## config.mk

```make
export PLATFORM = sky130hd
export DESIGN_NAME = acd_decoder
export DESIGN_NICKNAME = d
export VERILOG_FILES = /design/src/pkg/acd_pkg.sv /design/src/hdl/acd_decoder.sv
export SDC_FILE = /design/constraint.sdc
export NUM_CORES = 1
export LEC_CHECK = 0
export ABC_AREA = 1
export BUFFER_PORTS_ARGS = -buffer_cell sky130_fd_sc_hd__clkbuf_2
export CORE_MARGIN = 3
export CORE_UTILIZATION = 61
export CTS_BUF_LIST = sky130_fd_sc_hd__clkbuf_4
export DETAILED_ROUTE_END_ITERATION = 10
export GPL_TIMING_DRIVEN = 0
export PLACE_DENSITY = 0.82
export SYNTH_ARGS = -nofsm -noshare
export SYNTH_HDL_FRONTEND = slang
export SYNTH_SLANG_ARGS = --single-unit
```

## constraint.sdc

```tcl
create_clock -name clk_sys_i -period 2.8 [get_ports clk_sys_i]
set_input_delay 0.42 -clock clk_sys_i [delete_from_list [all_inputs] [get_ports clk_sys_i]]
set_output_delay 0.42 -clock clk_sys_i [all_outputs]
set_load 0.02 [all_outputs]
```

## src/pkg/acd_pkg.sv

```systemverilog
// shared constants and carriers for the audio control command decoder
package acd_pkg;
  // function addresses
  localparam logic [7:0] ACD_ADDR_SOURCE_SELECT = 8'h40;
  localparam logic [7:0] ACD_ADDR_LOUDNESS_ENABLE = 8'h41;
  localparam logic [7:0] ACD_ADDR_BASS_LEVEL = 8'h42;
  localparam logic [7:0] ACD_ADDR_TREBLE_LEVEL = 8'h43;
  localparam logic [7:0] ACD_ADDR_LEFT_ATTENUATION = 8'h44;
  localparam logic [7:0] ACD_ADDR_RIGHT_ATTENUATION = 8'h45;
  localparam logic [7:0] ACD_ADDR_OUTPUT_MATRIX = 8'h46;
  localparam logic [7:0] ACD_ADDR_FLAG_INPUTS = 8'h47;
  // field widths and codes
  localparam int ACD_BITS_PER_BYTE = 8;
  localparam logic [1:0] ACD_SRC_MUTE = 2'h3;
  localparam logic [3:0] ACD_TONE_FLAT = 4'h6;
  localparam logic [3:0] ACD_TONE_MAX = 4'hc;
  localparam logic [5:0] ACD_ATT_MAX = 6'h28;
  localparam logic [5:0] ACD_ATT_CODE_LIMIT = 6'h28;
  // matrix modes
  localparam logic [1:0] ACD_MTX_STEREO = 2'h0;
  localparam logic [1:0] ACD_MTX_LEFT = 2'h1;
  localparam logic [1:0] ACD_MTX_RIGHT = 2'h2;
  // end strobe low time
  localparam int ACD_END_PULSE_NS = 3000;
  localparam int ACD_CLK_NS = 10;
  localparam int ACD_END_PULSE_CYC = (ACD_END_PULSE_NS + ACD_CLK_NS - 1) / ACD_CLK_NS;

  // decoded function settings
  typedef struct packed {
    logic [1:0] source;
    logic mute;
    logic loudness;
    logic [3:0] bass;
    logic [3:0] treble;
    logic [5:0] left_att;
    logic [5:0] right_att;
    logic [1:0] matrix;
  } acd_settings_s;

  typedef enum logic [1:0] {ACD_IDLE, ACD_ADDR, ACD_VALUE} acd_phase_e;
endpackage

```

## src/hdl/acd_decoder.sv

```systemverilog
// serial control decoder for a stereo audio processor
// Summary of operation
// value bits 1:0 at address 40 pick source one, two, three or mute on 11.
// value bits 2:0 at address 46 give left mono on 100, stereo on 101, right mono on 11x.
// bass at address 42 is a 4-bit code, 0110 flat and any 11xx the +12 dB maximum.
// treble at address 43 uses the bass coding, 0000 full cut and 11xx full boost.
// address 47 reads: during its eight value clocks the flags are driven on data, no write.
// the first flag input sits in value bit zero and the second in value bit one.
// left and right attenuation at 44 and 45 are 6-bit, 0 is 0 dB, 101xxx and 11xxxx are 80 dB.
// the last eight bits clocked in on rising edges while the strobe is low form the address.
// after eight value clocks a low strobe pulse of at least 3 us copies the value to its latch.
// after reset volume is minimum, tone flat, mute on, everything else off.
// flag pins are latched and reported active low on the open-drain data line.
`timescale 1ns/1ps
`default_nettype none
module acd_decoder
  import acd_pkg::*;
#(
  parameter int END_PULSE_CYC = ACD_END_PULSE_CYC
) (
  // clock and reset
  input wire logic clk_sys_i,
  input wire logic reset_i,
  // serial control bus
  input wire logic bus_clk_i,
  input wire logic frame_strobe_i,
  input wire logic data_i,
  output logic data_o,
  output logic data_oe_o,
  // digital flag pins
  input wire logic [1:0] flag_pins_i,
  // decoded settings
  output acd_settings_s settings_o
);

  // the low-time counter is 16 bits and saturates, so longer pulses cannot be timed
  if (END_PULSE_CYC < 1 || END_PULSE_CYC > 65535) begin : g_bad_pulse
    $error("END_PULSE_CYC out of range");
  end

  // whole state in one struct: the comb block edits a copy, one flop stage holds it
  typedef struct packed {
    logic [2:0] clk_sync;     // [0] first stage, [1] second, [2] previous
    logic [2:0] strobe_sync;
    logic [1:0] data_sync;
    logic [3:0] flag_sync;    // two stages for both pins
    acd_phase_e phase;
    logic [7:0] addr;
    logic [7:0] value;
    logic [3:0] value_cnt;
    logic [1:0] flags;
    logic [15:0] low_cnt;
    logic pulse_ok;
    logic data;
    logic data_oe;
    acd_settings_s settings;
  } acd_state_s;

  acd_state_s st_q;
  acd_state_s st_d;

  // edge pulses from the synchronised bus pins, one system clock wide, the synchronised strobe level and the read address decode
  logic clk_rise;
  logic strobe_rise;
  logic strobe_fall;
  logic strobe_lvl;
  logic is_read;

  // edges use stages two and three only, never the first flop
  // only rising bus clock edges matter: write bits are taken and read bits advance on them
  assign clk_rise = st_q.clk_sync[1] & ~st_q.clk_sync[2];
  assign strobe_lvl = st_q.strobe_sync[1];
  assign strobe_rise = strobe_lvl & ~st_q.strobe_sync[2];
  assign strobe_fall = ~strobe_lvl & st_q.strobe_sync[2];
  // the read decode looks at the address held since the strobe rose
  assign is_read = (st_q.addr == ACD_ADDR_FLAG_INPUTS);

  // next state
  always_comb begin
    st_d = st_q;
    st_d.clk_sync = {st_q.clk_sync[1:0], bus_clk_i};
    st_d.strobe_sync = {st_q.strobe_sync[1:0], frame_strobe_i};
    st_d.data_sync = {st_q.data_sync[0], data_i};
    st_d.flag_sync = {st_q.flag_sync[1:0], flag_pins_i};
    // low strobe time counter, saturating
    // counting in every phase lets the end pulse be timed from its very first cycle
    if (!strobe_lvl) begin
      if (st_q.low_cnt != 16'hffff) begin
        st_d.low_cnt = st_q.low_cnt + 16'h1;
      end
    end else begin
      st_d.low_cnt = 16'h0;
    end
    // frame walk: idle, address bits while the strobe is low, value bits after it rises
    unique case (st_q.phase)
      ACD_IDLE: begin
        // a falling strobe opens a frame; bus clocks seen while idle are ignored
        if (strobe_fall) begin
          st_d.phase = ACD_ADDR;
        end
      end
      ACD_ADDR: begin
        // more than eight address bits simply push the oldest ones out
        if (clk_rise) begin
          st_d.addr = {st_q.addr[6:0], st_q.data_sync[1]};
        end
        if (strobe_rise) begin
          st_d.phase = ACD_VALUE;
          st_d.value_cnt = 4'h0;
          st_d.pulse_ok = 1'b0;
          // flags sampled at the start of the value phase, held through the read
          st_d.flags = st_q.flag_sync[3:2];
        end
      end
      ACD_VALUE: begin
        // read: each bit is set up after the previous rising edge, so it stands
        // for a full bus clock before the host samples it; lsb goes last
        if (is_read && st_q.value_cnt < 4'h8) begin
          // open drain: pin low pulls the line low, so a flag pin low reads as zero
          st_d.data = 1'b0;
          if (st_q.value_cnt == 4'h6) begin
            st_d.data_oe = ~st_q.flags[1];
          end else if (st_q.value_cnt == 4'h7) begin
            st_d.data_oe = ~st_q.flags[0];
          end else begin
            st_d.data_oe = 1'b0;
          end
        end else begin
          st_d.data_oe = 1'b0;
        end
        // a ninth value clock is ignored, so a long burst cannot shift the byte out
        if (clk_rise && st_q.value_cnt < 4'h8) begin
          st_d.value = {st_q.value[6:0], st_q.data_sync[1]};
          st_d.value_cnt = st_q.value_cnt + 4'h1;
        end
        if (strobe_fall) begin
          st_d.pulse_ok = 1'b0;
        end
        if (!strobe_lvl && st_q.low_cnt >= 16'(END_PULSE_CYC - 1)) begin
          st_d.pulse_ok = 1'b1;
        end
        if (strobe_rise && st_q.pulse_ok) begin
          // end pulse completed: latch the value if eight bits arrived
          // settings move only here, so the audio path never sees a half-sent value
          st_d.phase = ACD_IDLE;
          st_d.data_oe = 1'b0;
          if (st_q.value_cnt == 4'h8 && !is_read) begin
            unique case (st_q.addr)
              // the mute code stays in the source field too, so both read back alike
              ACD_ADDR_SOURCE_SELECT: begin
                st_d.settings.source = st_q.value[1:0];
                st_d.settings.mute = (st_q.value[1:0] == ACD_SRC_MUTE);
              end
              ACD_ADDR_LOUDNESS_ENABLE: st_d.settings.loudness = st_q.value[0];
              ACD_ADDR_BASS_LEVEL: begin
                // 11xx all saturate at maximum boost
                st_d.settings.bass = (st_q.value[3:2] == 2'h3) ? ACD_TONE_MAX
                                     : st_q.value[3:0];
              end
              ACD_ADDR_TREBLE_LEVEL: begin
                st_d.settings.treble = (st_q.value[3:2] == 2'h3) ? ACD_TONE_MAX
                                       : st_q.value[3:0];
              end
              // codes past forty steps all mean the 80 dB floor; store the floor itself
              ACD_ADDR_LEFT_ATTENUATION: begin
                st_d.settings.left_att = (st_q.value[5:0] >= ACD_ATT_CODE_LIMIT)
                                         ? ACD_ATT_MAX : st_q.value[5:0];
              end
              ACD_ADDR_RIGHT_ATTENUATION: begin
                st_d.settings.right_att = (st_q.value[5:0] >= ACD_ATT_CODE_LIMIT)
                                          ? ACD_ATT_MAX : st_q.value[5:0];
              end
              ACD_ADDR_OUTPUT_MATRIX: begin
                // codes 0xx are undefined and leave the matrix unchanged
                if (st_q.value[2:1] == 2'h3) begin
                  st_d.settings.matrix = ACD_MTX_RIGHT;
                end else if (st_q.value[2:0] == 3'h4) begin
                  st_d.settings.matrix = ACD_MTX_LEFT;
                end else if (st_q.value[2:0] == 3'h5) begin
                  st_d.settings.matrix = ACD_MTX_STEREO;
                end
              end
              default: ; // other addresses are for other devices
            endcase
          end
        end else if (strobe_rise) begin
          // end pulse too short: drop the frame, so the long address-phase low
          // of the next frame can never latch this stale value later
          st_d.phase = ACD_IDLE;
          st_d.data_oe = 1'b0;
        end
      end
      default: st_d.phase = ACD_IDLE;
    endcase
  end

  // state register with power-on defaults
  // reset is asynchronous so the audio path is muted before the first clock edge
  always_ff @(posedge clk_sys_i or posedge reset_i) begin
    if (reset_i) begin
      st_q <= '0;
      st_q.clk_sync <= 3'h7;
      st_q.strobe_sync <= 3'h7;
      st_q.phase <= ACD_IDLE;
      st_q.settings.source <= ACD_SRC_MUTE;
      st_q.settings.mute <= 1'b1;
      st_q.settings.bass <= ACD_TONE_FLAT;
      st_q.settings.treble <= ACD_TONE_FLAT;
      st_q.settings.left_att <= ACD_ATT_MAX;
      st_q.settings.right_att <= ACD_ATT_MAX;
      st_q.settings.matrix <= ACD_MTX_STEREO;
    end else begin
      st_q <= st_d;
    end
  end

  // outputs straight from flops
  assign data_o = st_q.data;
  assign data_oe_o = st_q.data_oe;
  // data_o is fixed low: the pin is open drain and only the enable moves
  assign settings_o = st_q.settings;

endmodule
`default_nettype wire

```

==> impl_results.md, run 1 <==
- Run status: complete, no violations
- Final max-slew violation count: 0
- Die Y: 84.9 um
- I/O Pins: 35
- Pin count of the biggest net entering global routing: 46
- DR iter-0 viols: 151
- First-pass GRT wire length: between 10000 and 15000 um
- Switch Pwr: between 700 and 800 uW
- Core area: 0.00596 mm^2
- Slew Limit Headroom: 0.625
- Worst slew pin tran: around 560 ps
- Final period utilization: 0.649
- Dpl cell area: 0.00408 mm^2
- Detailed Route WL: 7290 um
- Synth Register Bits: 78
- Combinational power share: 0.155
- Layout cells sized above 1: 0.244
- H-tree Lvls: 3
- Syn avg cell area: 8.54 um^2
- Vias in the first global route: ~2900
- CTS tree: built
- Post-route clock skew: 15.3 ps
- Final hold vios: 0
- Gate Count Post-Synth: approximately 440
- Worst Path Max Fanout: 10
- Kind of end point of the critical path: flop
- Initial Util: 0.637
- Max-Cap Viols: 0
- Clock Sinks: 78
- Fillers: 469
- P per Cell Area: 584 mW/mm^2
- Commonest cells post-synth: nand2_1 (108), dfrtp_1 (61), inv_1 (48)
- Final setup violating endpoints: 0
- P_leak: between 0.002 and 0.0025 uW
- Area contributors post-synth: dfrtp_1 (40%), dfstp_2 (12%), nand2_1 (11%), buf_4 (5.5%), nand3_1 (4.9%)
- Crit Path Class: reg2reg
- Net Sw Frac: 0.305
- Area growth syn-to-layout: 11.9%
- DP Worst Slack: approximately 1000 ps
- Overflow after GRT: 0
- Number of buffer cells added on primary ports: 33
- Die width: approximately 85 um
- RD Place Congestion: 0.873
- Sequential group share of total power: 0.537
- Post-synth cell types: 34
- Total number of vias: ~3000
- DRC: 0
- WP data arrival: 2130 ps
- Hold WS: 76.2 ps
- Rows: 28
- Post-route setup slack: 984 ps
- Worst reg-to-reg path cell count: 10
- Root buffer cell: clkbuf_4
- Hold Buf Count CTS: 1
- ANT nets after route: 0
- Top_reg_cell synth: dfrtp_1
- FMAX: 0.551 GHz
- Final core utilization: 0.713
- RSZ-0062 raised after global routing: no
- Largest area contributor in the netlist: dfrtp_1
- Hold depth: 1
- Vias per inst: 5.24
- Worst path required time: 3110 ps
- Diode count: 0
- Post-synth ARST share: 1.00
- Post-synth EDFFs: 0
- TritonRoute pass-1 iters: 5
- Final min period: around 1800 ps
- Overall Global Routing Usage: 0.221
- Post-DP HPWL: between 5000 and 6000 um
- Die ar.: 0.00720 mm^2
- Maximum buffer depth of the clock tree: 2
- Clk pwr share: 0.308
- Yosys top cell area share: 0.402
- Post-Synthesis Cell Area: 0.00379 mm^2
- Initial antenna violation count: 0
- Wirelength per Cell: 12.8 um
- Internal power: 1720 uW
- Clock transition at path regs: 130 ps
- Peak VDD IR: 0.000373 V
- CTS Buf Count: 9
- Overall power: 2480 uW
- Nets: 501
- Post-CTS resize count: 0
- Setup crit start kind: flop
- Worst Hold Class: in2reg
- Count leader, synth: nand2_1
- Ys Warns: 0
- Fin area: between 0.004 and 0.005 mm^2
- Post-CTS Setup Bufs: 0
- Register area share after synthesis: 0.520
- Clock Latency Late Sink: 420 ps
- Mapped Nets: 455
cells in the final DEF, fill, tap and decap left out, types with 3 or more instances in the layout:
| cell | instances |
|---|---|
| o21ai_1 | 5 |
| nand4_1 | 10 |
| clkbuf_4 | 10 |
| nand2_2 | 3 |
| inv_1 | 47 |
| nor3_1 | 17 |
| clkbuf_2 | 33 |
| ha_1 | 4 |
| dfrtp_1 | 61 |
| o21ai_0 | 27 |
| o21ai_2 | 5 |
| nand3_1 | 37 |
| nor2_2 | 4 |
| dfstp_2 | 17 |
| nor2_1 | 32 |
| buf_4 | 28 |
| a21oi_1 | 14 |
| nand2_1 | 108 |
through the flow:
| stage | TNS (ps) | std cells |
|---|---|---|
| floorplan | 0 | 444 |
| global placement | -23310 | 552 |
| detailed placement | 0 | 553 |
| CTS | 0 | 570 |
| global route | 0 | 570 |
| finish | 0 | 570 |
layer usage:
layer | vias to the layer above | global-route usage | routed length [um]
met5 | - | 0 | 0
met4 | 0 | 0.115 | 120
met3 | 14 | 0.0340 | 339
met2 | 99 | 0.377 | 3580
met1 | 1378 | 0.271 | 3260
li1 | 1498 | - | -
worst max-delay path, cell delays in order, from the launching register on:
cell	delay (ps)
dfrtp_1	440
inv_1	140
ha_1	160
inv_1	50
nor2_1	160
nand4_4	120
nor2_4	190
nand2_1	100
buf_4	210
nand2_1	80
o21ai_2	50
flip-flops by register name (all words and copies together) (netlist names):
signal and flops:
data_oe_o 1, st_q 44, st_d 7, settings_o 26
layout make-up:
class	count	area [um^2]	area share
flip-flops and latches	78	1970	0.465
multi-input cells	283	1400	0.329
plain buffers	33	238	0.0560
repair buffers	35	195	0.0460
inverters	50	190	0.0448
well taps	75	93.8	0.0221
clock inverters	6	85.1	0.0200
clock buffers	10	75.1	0.0177
kinds of logic (layout without fill, tap and decap cells):
| group | count (synthesis) | after routing | synth area share |
|---|---|---|---|
| other | 1 | 1 | 0.000988 |
| and+or+nand+nor | 222 | 222 | 0.270 |
| xor gates and xnor gates | 1 | 1 | 0.00231 |
| DFF | 78 | 78 | 0.520 |
| muxes | 1 | 1 | 0.00297 |
| AOI/OAI and AO/OA | 54 | 54 | 0.0785 |
| buffers and inverters | 83 | 134 | 0.112 |
| adders and majority gates | 4 | 4 | 0.0132 |
power groups by stage:
| stage | clock network, uW | registers [uW] | logic, uW |
|---|---|---|---|
| final | 764 | 1330 | 384 |
| after global routing | 828 | 1350 | 439 |
| after CTS | 778 | 1330 | 387 |
| after detailed placement | 0 | 1350 | 384 |
| after global placement | 0 | 1350 | 367 |
| after floorplan | 0 | 1330 | 300 |
path summary, 6_finish.rpt:
check,start,to,slack [ps]
max in group asynchronous,reset_i,st_d[79],1640
setup / recovery,st_q[47],settings_o[9],980
hold / removal,frame_strobe_i,st_d[76],80
min in group asynchronous,reset_i,settings_o[3],530
hold reg to reg,st_d[76],st_d[77],360
setup reg to reg,st_q[47],settings_o[9],980
Note: power is estimated with default switching activity, not from simulation.
==> run 2, diff against run 1 <==
Clock period 2.8 ns to 1.9 ns, I/O delays scaled along.
==> impl_results.md, run 2 (synthesis gave the netlist of run 1 again) <==
- Reg area: 0.00197 mm^2
- First-pass GRT wire length: between 10000 and 15000 um
- Buf/Inv on CP: 3
- Worst path cell trace: inv_2 > ha_1 > inv_1 > nor2_2 > nand4_4 > nor2_4 > nand2_1 > buf_4 > nand2_1 > o21ai_2
- Fin area: 0.00427 mm^2
- Area of the multi-input gates: 0.00140 mm^2
- FMAX: roughly 0.57 GHz
- Vias in the first global route: just under 3000
- CTS Buf Count: 9
- Core area: between 0.005 and 0.006 mm^2
- Worst Hold Class: reg2reg
- Area growth syn-to-layout: 12.6%
- Cell repeated most along the worst path: nand2_1
- Clock Latency Late Sink: 430 ps
- Overflow after GRT: 0
- Reg with most FFs: st_q
- Worst path required time: 2240 ps
- Fillers: 491
- Nets: 507
- ANT nets after route: 0
- Pin count of the biggest net entering global routing: 35
- Root buffer cell: clkbuf_4
- Most common cell after layout, fill and taps aside: nand2_1
- Final setup violating endpoints: 0
- Rows: 28
- Slew Limit Headroom: 0.629
- TNS Setup: 0 ps
- Worst slew pin tran: 552 ps
- Final max-slew violation count: 0
- Crit Path Class: reg2reg
- Most frequent cells in the layout: nand2_1 (108), dfrtp_1 (61), inv_1 (46)
- Detailed Route WL: between 7000 and 8000 um
- Final core utilization: 0.717
- Initial Util: 0.637
- Peak VDD IR: 0.000571 V
- CTS tree: built
- Run status: complete, no violations
- Dpl cell area: 0.00410 mm^2
- Vias per inst: around 5.2
- Overall power: 3410 uW
- Diode count: 0
- Final hold vios: 0
- Hold WS: 362 ps
- Overall Global Routing Usage: 0.219
- Total number of vias: 2993
- Max reg flops: 44
- Layout cells sized above 1: 0.250
- Final period utilization: 0.918
- P_leak: 0.00210 uW
- WP data arrival: 2080 ps
- Final min period: 1740 ps
- Initial antenna violation count: 0
- Die Y: 84.9 um
- Setup crit start kind: flop
- Worst Path Max Fanout: 10
- Post-DP HPWL: 5360 um
- Die ar.: 0.00720 mm^2
- Wirelength per Cell: 12.5 um
- P per Cell Area: 798 mW/mm^2
- I/O Pins: 35
- CP max stage cell: dfrtp_1
- Kind of end point of the critical path: flop
- Post-route clock skew: 21.3 ps
- Clock transition at path regs: 140 ps
- Clock Sinks: 78
- Top delay family on crit path: simple AND/OR/NAND/NOR gates
- Max-Cap Viols: 0
- H-tree Lvls: 3
- Slowest stage delay, CP: 440 ps
- Number of buffer cells added on primary ports: 33
- Maximum buffer depth of the clock tree: 2
- RD Place Congestion: 0.876
- TritonRoute pass-1 iters: 4
- DRC: 0
- Die width: between 80 and 90 um
- DR iter-0 viols: 124
==> run 2: power by group <==
part           total (uW)  internal (uW)  switching, uW  leakage [uW]
Clock                 861            281            580     0.0000626
Sequential           1970           1830            138      0.000994
Combinational         583            178            405       0.00105
Total                3410           2290           1120       0.00210
==> run 2: timing repair <==
action | CTS | global route
setup buffers | 0 | 0
endpoints found under the hold margin | 21 | 0
hold buffers | 6 | 0
resized for setup | 0 | 2
endpoints found under the setup margin | 0 | 11
==> run 2: cell type report <==
type,instances,share of cell area
inverter,50,0.0448
timing repair buffer,41,0.0621
clock buffer,10,0.0176
buffer,33,0.0556
sequential,78,0.462
clock inverter,6,0.00908
tap,75,0.0220
multi-input combinational,283,0.327
==> run 2: worst reg2reg max path, delay by kind of cell (launching register included) <==
family          cells  cell delay (ps)
compound gates      1               50
flops               1              440
buf+inv             3              370
simple gates        5              640
fa+ha+maj           1              150
==> run 2: metrics by stage <==
stage / cells / setup WS (ps)
after floorplan: 444 / 321
after global placement: 552 / 143
after detailed placement: 554 / 126
after CTS: 576 / 91.2
after global routing: 576 / -26.5
final: 576 / 155
==> run 2: final timing paths <==
| check | slack, ps | startpoint | end | depth (start not counted) |
|---|---|---|---|---|
| worst min register to register | 360 | st_d[72] | st_q[72] | 0 |
| min in group asynchronous | 410 | reset_i | settings_o[1] | 3 |
| worst min-delay path | 360 | st_d[72] | st_q[72] | 0 |
| max in group asynchronous | 930 | reset_i | st_d[80] | 4 |
| worst max register to register | 160 | st_q[47] | settings_o[10] | 10 |
| worst max-delay path | 160 | st_q[47] | settings_o[10] | 10 |
==> run 2: routing by layer <==
layer / global-route usage / routed length [um] / up-vias
li1: - / - / 1517
met2: 0.381 / 3720 / 69
met1: 0.269 / 3120 / 1395
met3: 0.0476 / 279 / 12
met4: 0.0820 / 110 / 0
met5: 0 / 0 / -
